===== src/core/srp_pkg.sv =====
// Purpose: Shared constants and types for the secure resource partition block
// Assumes: 32-bit register port, one word per register
// Notes:   Offsets are byte addresses
package srp_pkg;
  localparam logic [7:0]  OFF_PARTITION_CFG  = 8'h00;
  localparam logic [7:0]  OFF_ID_REG0        = 8'h04;
  localparam logic [7:0]  OFF_ID_REG1        = 8'h08;
  localparam logic [7:0]  OFF_IRQ_STATUS     = 8'h0c;
  localparam logic [7:0]  OFF_IRQ_CLEAR      = 8'h10;
  localparam logic [7:0]  OFF_IRQ_ENABLE     = 8'h14;
  localparam logic [7:0]  OFF_CTRL_STATUS    = 8'h18;
  localparam logic [7:0]  OFF_BANK_ACCESS    = 8'h1c;
  localparam logic [7:0]  OFF_GROUP_ACCESS   = 8'h20;
  localparam int          SG_LSB             = 8;
  localparam int          CB_LSB             = 0;
  localparam logic [7:0]  EXT_SG_RESET       = 8'h80;
  localparam logic [31:0] RESET_IRQ_ENABLE   = 32'h0000_0000;
  localparam int          EV_CB_CHANGE       = 0;
  localparam int          EV_SG_CHANGE       = 1;
  localparam int          EV_ACCESS_FAULT    = 2;
  localparam int          EV_RETRY           = 3;
  localparam int          NUM_EVENTS         = 4;
  localparam int          RETRY_CYCLES       = 1;

  typedef enum logic [1:0] {
    SRP_IDLE    = 2'b00,
    SRP_SCRUB   = 2'b01,
    SRP_RETRY   = 2'b10
  } srp_state_t;

  function automatic logic [7:0] srp_min8(input logic [7:0] a, input logic [7:0] b);
    srp_min8 = (a < b) ? a : b;
  endfunction

  function automatic logic [7:0] srp_mask8(input int impl);
    logic [7:0] m;
    m = 8'h00;
    for (int i = 0; i < 8; i++) begin
      if ((impl >> i) != 0) begin
        m[i] = 1'b1;
      end
    end
    srp_mask8 = m;
  endfunction
endpackage


===== src/core/srp_evt_if.sv =====
// Purpose: Event bundle between the partition core and its status logic
// Assumes: Single clock domain
// Notes:   Events are one-cycle pulses
`timescale 1ns/10ps
`default_nettype none
interface srp_evt_if;
  logic [3:0] events;
  logic       irq;
  modport src (output events, input irq);
  modport dst (input events, output irq);
endinterface
`default_nettype wire


===== src/core/srp_irq.sv =====
// Purpose: Sticky event status, clear and enable gating onto one level output
// Assumes: Strobes from the register port on clk_sys
// Notes:   Set wins over clear in the same cycle
`timescale 1ns/10ps
`default_nettype none
module srp_irq (
  // Clock and reset
  input  wire logic       clk_sys,
  input  wire logic       rst,
  // Register strobes
  input  wire logic       clr_we,
  input  wire logic       en_we,
  input  wire logic [3:0] wdata,
  // Status view
  output logic      [3:0] status_reg,
  output logic      [3:0] enable_reg,
  // Events
  srp_evt_if.dst          evt
);
  always_ff @(posedge clk_sys) begin
    if (rst) begin
      status_reg <= 4'h0;
    end else begin
      status_reg <= (status_reg & ~(clr_we ? wdata : 4'h0)) | evt.events;
    end
  end

  always_ff @(posedge clk_sys) begin
    if (rst) begin
      enable_reg <= srp_pkg::RESET_IRQ_ENABLE[3:0];
    end else if (en_we) begin
      enable_reg <= wdata;
    end
  end

  assign evt.irq = |(status_reg & enable_reg);
endmodule
`default_nettype wire


===== src/core/srp_retry.sv =====
// Purpose: Sequencer that scrubs wide address mode and requests stall retries
// Assumes: Change request is a one-cycle pulse
// Notes:   Walks the affected bank range one bank per cycle
`timescale 1ns/10ps
`default_nettype none
module srp_retry #(
  parameter int NUM_CB = 16
) (
  // Clock and reset
  input  wire logic       clk_sys,
  input  wire logic       rst,
  // Change request
  input  wire logic       start,
  input  wire logic [7:0] lo_bank,
  input  wire logic [7:0] hi_bank,
  // Per-bank outputs
  output logic            scrub_valid,
  output logic      [7:0] scrub_bank,
  output logic            retry_pulse,
  output logic            busy
);
  srp_pkg::srp_state_t state_reg;
  logic [7:0]          hi_reg;

  always_ff @(posedge clk_sys) begin
    if (rst) begin
      state_reg   <= srp_pkg::SRP_IDLE;
      scrub_bank  <= 8'h00;
      hi_reg      <= 8'h00;
      scrub_valid <= 1'b0;
      retry_pulse <= 1'b0;
    end else begin
      scrub_valid <= 1'b0;
      retry_pulse <= 1'b0;
      case (state_reg)
        srp_pkg::SRP_IDLE: begin
          if (start && lo_bank < hi_bank) begin
            scrub_valid <= 1'b1;
            scrub_bank  <= lo_bank;
            hi_reg      <= hi_bank;
            state_reg   <= srp_pkg::SRP_SCRUB;
          end
        end
        // Valid and bank move together so every strobe names its own bank
        srp_pkg::SRP_SCRUB: begin
          if (scrub_bank + 8'h01 >= hi_reg) begin
            state_reg <= srp_pkg::SRP_RETRY;
          end else begin
            scrub_valid <= 1'b1;
            scrub_bank  <= scrub_bank + 8'h01;
          end
        end
        srp_pkg::SRP_RETRY: begin
          retry_pulse <= 1'b1;
          state_reg   <= srp_pkg::SRP_IDLE;
        end
        default: state_reg <= srp_pkg::SRP_IDLE;
      endcase
    end
  end

  assign busy = (state_reg != srp_pkg::SRP_IDLE);
endmodule
`default_nettype wire


===== src/core/srp_top.sv =====
// Purpose: Secure partition of stream groups and context banks
// Assumes: Secure and Non-secure states both built in, one clock
// Notes:   Non-secure identification views are clipped by the override fields
//
// Implementation choices: the address map and the strobed register port.
`timescale 1ns/10ps
`default_nettype none
// Functional notes
// - Bits 15 to 8 set the stream group count seen by Non-secure readers of id register 0.
// - A Non-secure access to an unimplemented group is faulted or ignored, chosen by design.
// - Unreachable upper bits of the group field have no storage, read zero and ignore writes.
// - The group field resets to the implemented group count.
// - With extended stream matching built in the group field resets to 128; the code masks it, so it is zero unless the mask has bit 7.
// - Bits 7 to 0 set the context bank count seen by Non-secure readers of id register 1.
// - A bank given to Non-secure use also gives access to its attribute and syndrome regs.
// - The bank field resets to the implemented bank count.
// - A bank field change may leave wide address mode of reallocated banks unknown.
// - Stage 2 format banks are never given to Secure use.
// - Unreachable upper bits of the bank field have no storage, read zero and ignore writes.
// - Without Secure translation contexts the bank field may be read-only.
// - A write to a stalled bank's attribute registers may retry the stalled transaction.
// - A bank field change may retry stalled transactions in every affected bank; the code issues one retry that names the lowest reallocated bank.
// - The partition register exists only with both security states built in.
module srp_top #(
  parameter int NUM_SMRG    = 16,
  parameter int NUM_CB      = 16,
  parameter int NUM_S2CB    = 4,
  parameter bit EXT_SMATCH  = 1'b0,
  parameter bit TWO_STATES  = 1'b1,
  parameter bit SEC_CTX     = 1'b1,
  parameter bit SG_FAULT    = 1'b1
) (
  // Clock and reset
  input  wire logic        clk_sys,
  input  wire logic        rst,
  // Register port
  input  wire logic [7:0]  addr,
  input  wire logic [31:0] wdata,
  input  wire logic        wr_en,
  input  wire logic        rd_en,
  input  wire logic        secure,
  output logic      [31:0] rdata,
  // Identification inputs
  input  wire logic [31:0] id0_raw,
  input  wire logic [31:0] id1_raw,
  // Bank and group access checks
  input  wire logic [7:0]  acc_bank,
  input  wire logic [7:0]  acc_group,
  input  wire logic        acc_group_en,
  input  wire logic        acc_ns,
  output logic             bank_ns_ok,
  output logic             group_fault,
  // Stall handling
  input  wire logic        attr_wr,
  input  wire logic [7:0]  attr_bank,
  input  wire logic        bank_stalled,
  output logic             retry_req,
  output logic      [7:0]  retry_bank,
  output logic             scrub_valid,
  output logic      [7:0]  scrub_bank,
  // Interrupt
  output logic             irq
);
  localparam logic [7:0] SG_MASK  = srp_pkg::srp_mask8(NUM_SMRG);
  localparam logic [7:0] CB_MASK  = srp_pkg::srp_mask8(NUM_CB);
  localparam logic [7:0] SG_IMPL  = 8'(NUM_SMRG);
  localparam logic [7:0] CB_IMPL  = 8'(NUM_CB);
  localparam logic [7:0] S2_IMPL  = 8'(NUM_S2CB);
  localparam logic [7:0] SG_RST   = EXT_SMATCH ? srp_pkg::EXT_SG_RESET : SG_IMPL;

  logic [7:0]  sg_override_reg;
  logic [7:0]  cb_override_reg;
  logic [7:0]  sg_override_next;
  logic [7:0]  cb_override_next;
  logic        cfg_wr;
  logic        cb_change;
  logic        sg_change;
  logic [31:0] rdata_next;
  logic [3:0]  status_view;
  logic [3:0]  enable_view;
  logic        seq_busy;
  logic        seq_retry;
  logic        attr_retry;
  logic        acc_fault;
  logic [7:0]  seq_lo;
  logic [7:0]  seq_hi;
  logic [7:0]  seq_base_reg;

  srp_evt_if evt_bus ();

  assign cfg_wr = TWO_STATES && wr_en && secure && addr == srp_pkg::OFF_PARTITION_CFG;

  // Field masks drop the storage the implemented counts cannot reach
  always_comb begin
    sg_override_next = wdata[srp_pkg::SG_LSB +: 8] & SG_MASK;
    cb_override_next = wdata[srp_pkg::CB_LSB +: 8] & CB_MASK;
    if (cb_override_next < S2_IMPL) begin
      cb_override_next = S2_IMPL;
    end
  end

  always_ff @(posedge clk_sys) begin
    if (rst) begin
      sg_override_reg <= SG_RST & SG_MASK;
    end else if (cfg_wr) begin
      sg_override_reg <= sg_override_next;
    end
  end

  always_ff @(posedge clk_sys) begin
    if (rst) begin
      cb_override_reg <= CB_IMPL;
    end else if (cfg_wr && SEC_CTX) begin
      cb_override_reg <= cb_override_next;
    end
  end

  assign cb_change = cfg_wr && SEC_CTX && cb_override_next != cb_override_reg;
  assign sg_change = cfg_wr && sg_override_next != sg_override_reg;
  assign seq_lo    = srp_pkg::srp_min8(cb_override_reg, cb_override_next);
  assign seq_hi    = (cb_override_reg < cb_override_next) ? cb_override_next : cb_override_reg;

  // Banks reallocated by a change made while no walk is busy get a scrub strobe so wide address mode is not left stale
  srp_retry #(
    .NUM_CB      (NUM_CB)
  ) u_retry (
    .clk_sys     (clk_sys),
    .rst         (rst),
    .start       (cb_change),
    .lo_bank     (seq_lo),
    .hi_bank     (seq_hi),
    .scrub_valid (scrub_valid),
    .scrub_bank  (scrub_bank),
    .retry_pulse (seq_retry),
    .busy        (seq_busy)
  );

  // Banks below the override belong to Non-secure use
  always_ff @(posedge clk_sys) begin
    if (rst) begin
      bank_ns_ok  <= 1'b0;
      group_fault <= 1'b0;
    end else begin
      bank_ns_ok  <= !acc_ns || acc_bank < cb_override_reg;
      group_fault <= acc_fault;
    end
  end

  assign acc_fault = SG_FAULT && acc_group_en && acc_ns && acc_group >= SG_IMPL
                     && acc_group < sg_override_reg;

  // Lowest reallocated bank is held, a later write must not move the retry target
  always_ff @(posedge clk_sys) begin
    if (rst) begin
      seq_base_reg <= 8'h00;
    end else if (cb_change && !seq_busy) begin
      seq_base_reg <= seq_lo;
    end
  end

  assign attr_retry = attr_wr && bank_stalled;

  always_ff @(posedge clk_sys) begin
    if (rst) begin
      retry_req  <= 1'b0;
      retry_bank <= 8'h00;
    end else begin
      retry_req  <= attr_retry || seq_retry;
      retry_bank <= attr_retry ? attr_bank : seq_base_reg;
    end
  end

  assign evt_bus.events = {retry_req, acc_fault, sg_change, cb_change};
  assign irq            = evt_bus.irq;

  srp_irq u_irq (
    .clk_sys    (clk_sys),
    .rst        (rst),
    .clr_we     (wr_en && addr == srp_pkg::OFF_IRQ_CLEAR),
    .en_we      (wr_en && addr == srp_pkg::OFF_IRQ_ENABLE),
    .wdata      (wdata[3:0]),
    .status_reg (status_view),
    .enable_reg (enable_view),
    .evt        (evt_bus.dst)
  );

  // Non-secure readers see clipped counts, Secure readers see the raw ones
  always_comb begin
    rdata_next = 32'h0000_0000;
    case (addr)
      srp_pkg::OFF_PARTITION_CFG: begin
        if (TWO_STATES && secure) begin
          rdata_next = {16'h0000, sg_override_reg, cb_override_reg};
        end
      end
      srp_pkg::OFF_ID_REG0: begin
        rdata_next = id0_raw;
        if (!secure) begin
          rdata_next[7:0] = sg_override_reg;
        end
      end
      srp_pkg::OFF_ID_REG1: begin
        rdata_next = id1_raw;
        if (!secure) begin
          rdata_next[7:0] = cb_override_reg;
        end
      end
      srp_pkg::OFF_IRQ_STATUS:  rdata_next = {28'h0000000, status_view};
      srp_pkg::OFF_IRQ_ENABLE:  rdata_next = {28'h0000000, enable_view};
      srp_pkg::OFF_CTRL_STATUS: rdata_next = {31'h00000000, seq_busy};
      default:                  rdata_next = 32'h0000_0000;
    endcase
  end

  always_ff @(posedge clk_sys) begin
    if (rst) begin
      rdata <= 32'h0000_0000;
    end else if (rd_en) begin
      rdata <= rdata_next;
    end else begin
      rdata <= 32'h0000_0000;
    end
  end
endmodule
`default_nettype wire


===== config.mk =====
export PLATFORM = sky130hd
export DESIGN_NAME = srp_top
export DESIGN_NICKNAME = d
export VERILOG_FILES = /design/src/core/srp_pkg.sv /design/src/core/srp_evt_if.sv /design/src/core/srp_irq.sv /design/src/core/srp_retry.sv /design/src/core/srp_top.sv
export SDC_FILE = /design/constraint.sdc
export NUM_CORES = 1
export LEC_CHECK = 0
export BUFFER_PORTS_ARGS = -buffer_cell sky130_fd_sc_hd__buf_2
export CAP_MARGIN = 20
export CORE_ASPECT_RATIO = 0.7
export CORE_MARGIN = 5
export CORE_UTILIZATION = 25
export CTS_CLUSTER_SIZE = 28
export DETAILED_ROUTE_END_ITERATION = 10
export GPL_TIMING_DRIVEN = 0
export PLACE_DENSITY = 0.58
export SYNTH_ARGS = -nofsm -noshare
export SYNTH_HDL_FRONTEND = slang
export SYNTH_SLANG_ARGS = --single-unit

===== constraint.sdc =====
create_clock -name clk_sys -period 2.6 [get_ports clk_sys]
set_input_delay 0 -clock clk_sys [delete_from_list [all_inputs] [get_ports clk_sys]]
set_output_delay 0 -clock clk_sys [all_outputs]
set_load 0.01 [all_outputs]

==> results of run 1 <==
what timing repair did:
| item | CTS | global route |
|---|---|---|
| gates resized for setup | 15 | 25 |
| pin swaps | 7 | 5 |
| endpoints found under the hold margin | 48 | 0 |
| endpoints found under the setup margin | 15 | 29 |
| setup buffers | 4 | 3 |
| gates cloned | 0 | 1 |
| hold buffers | 80 | 0 |
cell families after synthesis:
family | count (synthesis)
muxes | 7
and+or+nand+nor | 194
adders and majority gates | 21
DFF | 83
AOI/OAI and AO/OA | 131
xor gates and xnor gates | 10
buffers and inverters | 52
area by class of cell:
class                      count  area share (%)
clock buffer                  10            3.45
multi-input combinational    363            36.5
buffer                        28            1.92
clock inverter                 6            2.06
sequential                    83            25.3
tap                          225            4.24
inverter                      22            1.28
timing repair buffer         251            25.2
report_power, final:
group	switching (mW)	internal, mW
Clock	0.543	1.04
Combinational	0.152	0.169
Sequential	0.00277	1.27
layer usage:
layer	up-vias	share of wire, %
li1	2305	-
met1	2170	47
met2	155	43
met3	39	6.0
met4	0	3.4
met5	-	0
synth_stat cells (all sizes together) (5+ instances only):
library cell / instances / area share (%)
a211oi: 8 / 1.7
a21oi: 43 / 5.2
a22oi: 31 / 5.6
a31oi: 6 / 0.91
and2: 7 / 1.1
and3: 7 / 1.1
buf: 12 / 1.3
clkbuf: 18 / 1.6
dfxtp: 83 / 40
ha: 21 / 6.3
inv: 22 / 2.0
mux2i: 7 / 1.7
nand2: 58 / 5.3
nand2b: 5 / 0.76
nand3: 24 / 2.9
nor2: 56 / 5.3
nor2b: 5 / 0.76
nor3: 6 / 0.72
nor3b: 7 / 1.3
o211ai: 5 / 0.91
o21ai: 11 / 1.3
xnor2: 6 / 1.3
stage by stage:
step	std cells	worst slack (ns)	power, mW
3_3_place_gp	886	-0.436	1.53
2_1_floorplan	498	0.00524	1.40
5_1_grt	988	-0.0679	3.30
3_5_place_dp	886	-0.449	1.54
4_1_cts	985	0.00196	3.21
6_report	988	0.00987	3.18
worst min-delay path: stages:
cell	delay (ns)
buf_2	0.15
a21oi_1	0.09
nor2_1	0.08
how the worst min path moves through the flow:
stage,from,to,slack [ns],cells after the start
2_1_floorplan,acc_ns,bank_ns_ok,0.09,1
3_3_place_gp,acc_ns,bank_ns_ok,0.19,2
3_5_place_dp,acc_ns,bank_ns_ok,0.20,2
4_1_cts,attr_wr,retry_req,0.002,3
5_1_grt,attr_wr,retry_req,0.03,3
6_report,attr_wr,retry_req,0.02,3
==> flow_summary.ini, run 1 <==
[critical_path]
crit_family = simple AND/OR/NAND/NOR gates
reg2regPathDepth = 11
worst_setup_path_end_kind = flip-flop
required_ns = 2.81
regToRegStartpoint = cb_override_reg[4]
max_stage_delay_ns = 0.52
critical_path.reg2reg.endpoint = u_retry.hi_reg[1]
cp_max_fo = 7
crit_cells = 11
arrival_ns = 2.80
critical_path.most_common_cell = a211oi_2
path_class = flip-flop to flip-flop
path_buf_inv = 3
crit_chain = inv_4 -> ha_4 -> and3b_1 -> buf_6 -> o21a_4 -> nor2_4 -> mux2i_2 -> or4_1 -> buf_4 -> a211oi_2 -> a211oi_2
r2r_setup_slack_ns = 0.01
cp-endpoint = u_retry.hi_reg[1]
cp-start-kind = flip-flop
slowest_stage = or4_1
critical_path.startpoint = cb_override_reg[4]

[logic_synthesis]
synth-async-reset-ratio_pct = 0
synth_compound_area_share_pct = 21.7
synthSimpleGateAreaFrac_pct = 23.1
synth_xor_area_share_pct = 2.11
yosysSeqAreaShare_pct = 40.1
syn-cell-area_sq_um = 4140
ys_warn_count = 0
ys_seq_elements = 83
synth_edf_count = 0
synth_nets = 656
syn_inst = 498
synth_top_family_by_area = simple AND/OR/NAND/NOR gates
synth_ff_type = dfxtp_1
synth_mux_area_share_pct = 1.69
synthAdderAreaFrac_pct = 6.34
synth.avg_cell_area_sq_um = 8.32
synth.distinct_cells = 56

[drt]
wl_um = 16200
firstDrtPassIters = 6
wire_per_inst_um = 16.4
via_count = 4669
vias_per_cell = 4.73
drtIter0Drc = 384
final_antenna_net_count = 0
drc = 0

[cells_and_area]
largest_reg_flops = 32
antenna_cells = 0
syn_to_final_growth_pct = 60.2
multiInputGateArea_sq_um = 2420
top_register = rdata
register_area_sq_um = 1680
nFillCells = 1657
layout_common_cells = buf_2, dlygate4sd3_1, dfxtp_1
final_cell_area_sq_um = 6640
drive_above_1_share_pct = 30.3
layout_commonest_cell = buf_2
top_regs = rdata: 32 flops, retry_bank: 8 flops, u_retry.scrub_bank: 8 flops
num-nets-final = 916
final_util_pct = 40.7

[global_routing]
antenna_found_initial = 0
overflow = 0
busiest_layer = met2
grtUsageTotal_pct = 16.3
first_global_vias = 4509
met3_usage_pct = 3.61
grt_max_degree = 15
grtUsageMet1_pct = 22.7
grt_first_pass_wirelength_um = 24900
met2_usage_pct = 24.4

[floorplan]
placementRows = 39
die_w_um = 164
die_area_sq_um = 19300
start_util_pct = 25.4
core_area_sq_um = 16300
io_pins = 190
die_y_um = 118

[power_and_ir_drop]
p_leak_nw = 2.73
ir_drop_uv = 230
p_per_area_nw_per_um2 = 479

[sta]
worst_pin_slew_ns = 0.838
fin_tns_setup_ns = 0
final_max_slew_viol_count = 0
whs_ns = 0.0158
max_freq_mhz = 386
setup_violations = 0
relSlewSlack_pct = 44.0
rsz0062_at_grt = yes
skew_ns = 0.00669
finalCritPeriodShare_pct = 99.6
post-route-min-period_ns = 2.59
hold_violations = 0

[run]
drv_cap = 0

[place]
placed_cell_area_sq_um = 5260
gp_congestion = 0.846
portBuffers = 163
dp_hpwl_um = 11600

[status]
outcome = completed

[clock_network]
cts_buffer_depth = 2
h-tree-depth = 3
root_buffer = clkbuf_16
cts_buffers = 9
clkSlewWorstSetupHoldPaths_ns = 0.06
clkSinkCount = 83
cts_tree = done
clk_latency_ns = 0.34

[min_path]
hold_class = input port to flip-flop
No activity file was read; power rests on OpenSTA's default activity.
==> run 2, diff against run 1 <==
SETUP_SLACK_MARGIN = 0.5   (was unset)
==> flow_summary.ini, run 2 (synthesis gave the netlist of run 1 again) <==
[status]
outcome = completed

[global_routing]
antenna_found_initial = 4
grt_first_pass_wirelength_um = 25300
overflow = 0
first_global_vias = 4686
grt_max_degree = 15
grtUsageTotal_pct = 16.7

[place]
dp_cells = 886
place_ws_ns = -0.194
gp_congestion = 0.845
portBuffers = 163
dp_hpwl_um = 11600

[critical_path]
required_ns = 2.84
reg2regPathDepth = 11
worst_setup_path_end_kind = flip-flop
path_class = flip-flop to flip-flop
cp-start-kind = flip-flop
regToRegStartpoint = cb_override_reg[4]
arrival_ns = 2.78
critical_path.startpoint = cb_override_reg[4]
critical_path.reg2reg.endpoint = u_retry.scrub_bank[6]
cp_max_fo = 5
r2r_setup_slack_ns = 0.07
cp-endpoint = u_retry.scrub_bank[6]

[floorplan]
core_area_sq_um = 16300
die_w_um = 164
start_util_pct = 25.4
die_area_sq_um = 19300
io_pins = 190
die_y_um = 118
placementRows = 39

[cells_and_area]
top_register = rdata
layout_common_cells = buf_2, dlygate4sd3_1, dfxtp_1
num-nets-final = 930
final_cells = 1006
syn_to_final_growth_pct = 64.7
final_util_pct = 41.9
layout_commonest_cell = buf_2
top_regs = rdata: 32 flops, retry_bank: 8 flops, u_retry.scrub_bank: 8 flops
drive_above_1_share_pct = 32.9
largest_reg_flops = 32

[clock_network]
cts_tree = done
cts_buffer_depth = 2
clk_latency_ns = 0.35
cts_buffers = 9
clkSlewWorstSetupHoldPaths_ns = 0.06
root_buffer = clkbuf_16
h-tree-depth = 3
clkSinkCount = 83

[sta]
layout_setup_ws_ns = 0.0657
rsz0062_at_grt = yes
relSlewSlack_pct = 43.1
hold_violations = 0
worst_pin_slew_ns = 0.851
setup_violations = 0
final_max_slew_viol_count = 0
skew_ns = 0.00515
post-route-min-period_ns = 2.53
finalCritPeriodShare_pct = 97.5
whs_ns = 0.0156
max_freq_mhz = 395

[power_and_ir_drop]
power_mw = 2.96
p_per_area_nw_per_um2 = 434
ir_drop_uv = 279
p_leak_nw = 2.83

[drt]
wire_per_inst_um = 16.4
via_count = 4811
drc = 0
final_antenna_net_count = 0
wl_um = 16500
drtIter0Drc = 364
vias_per_cell = 4.78
firstDrtPassIters = 7

[min_path]
hold_class = input port to flip-flop

[run]
drv_cap = 0
-- run 2: timing repair --
action                     in CTS  in global routing
setup endpoints to repair      18                 38
cloned                          1                  0
resized for setup              31                 22
setup buffers                  13                  3
hold endpoints to repair       48                  0
hold buffers                   83                  0
pin swaps                      14                 17
-- run 2: through the flow --
stage,TNS (ns),instance area (sq um)
floorplan,0,4210
global placement,-1.13,5310
detailed placement,-1.15,5310
CTS,0,6690
global route,-0.00263,6820
finish,0,6820
-- run 2: routing by layer --
layer	track usage, %	up-vias	part of all wire [%]
li1	-	2341	-
met1	23.1	2212	47
met2	24.6	214	43
met3	4.20	44	6.8
met4	7.02	0	2.8
met5	0	-	0
-- run 2: where the power goes --
part	total [mW]	internal (mW)	switching (mW)	leakage, nW
logic	0.359	0.196	0.163	2.01
registers	1.27	1.27	0.00279	0.675
clock network	1.33	0.775	0.553	0.146
total	2.96	2.24	0.718	2.83
-- run 2: worst min path at each step --
stage | from | end | slack (ns) | cells after the start
finish | id1_raw[0] | rdata[0] | 0.02 | 4
CTS | acc_group[5] | group_fault | 0.006 | 3
floorplan | acc_ns | bank_ns_ok | 0.09 | 1
global placement | acc_ns | bank_ns_ok | 0.19 | 2
detailed placement | acc_ns | bank_ns_ok | 0.20 | 2
global route | acc_group[5] | group_fault | 0.02 | 3
-- run 2: area by class of cell --
type                       count  area (sq um)
sequential                    83          1690
inverter                      22          85.1
multi-input combinational    363          2520
clock buffer                  11           243
timing repair buffer         263          1790
tap                          225           282
antenna                        4          10.0
fill                        1631          9480
buffer                        30           149
clock inverter                 5          60.1
-- run 2: critical path: stages (launching register included) --
cell      delay [ns]
dfxtp_4         0.36
inv_4           0.04
ha_4            0.25
and3b_1         0.18
clkbuf_8        0.15
o21a_4          0.14
nor4_4          0.30
o311ai_4        0.15
or4_4           0.43
buf_6           0.15
buf_12          0.13
and3_4          0.15
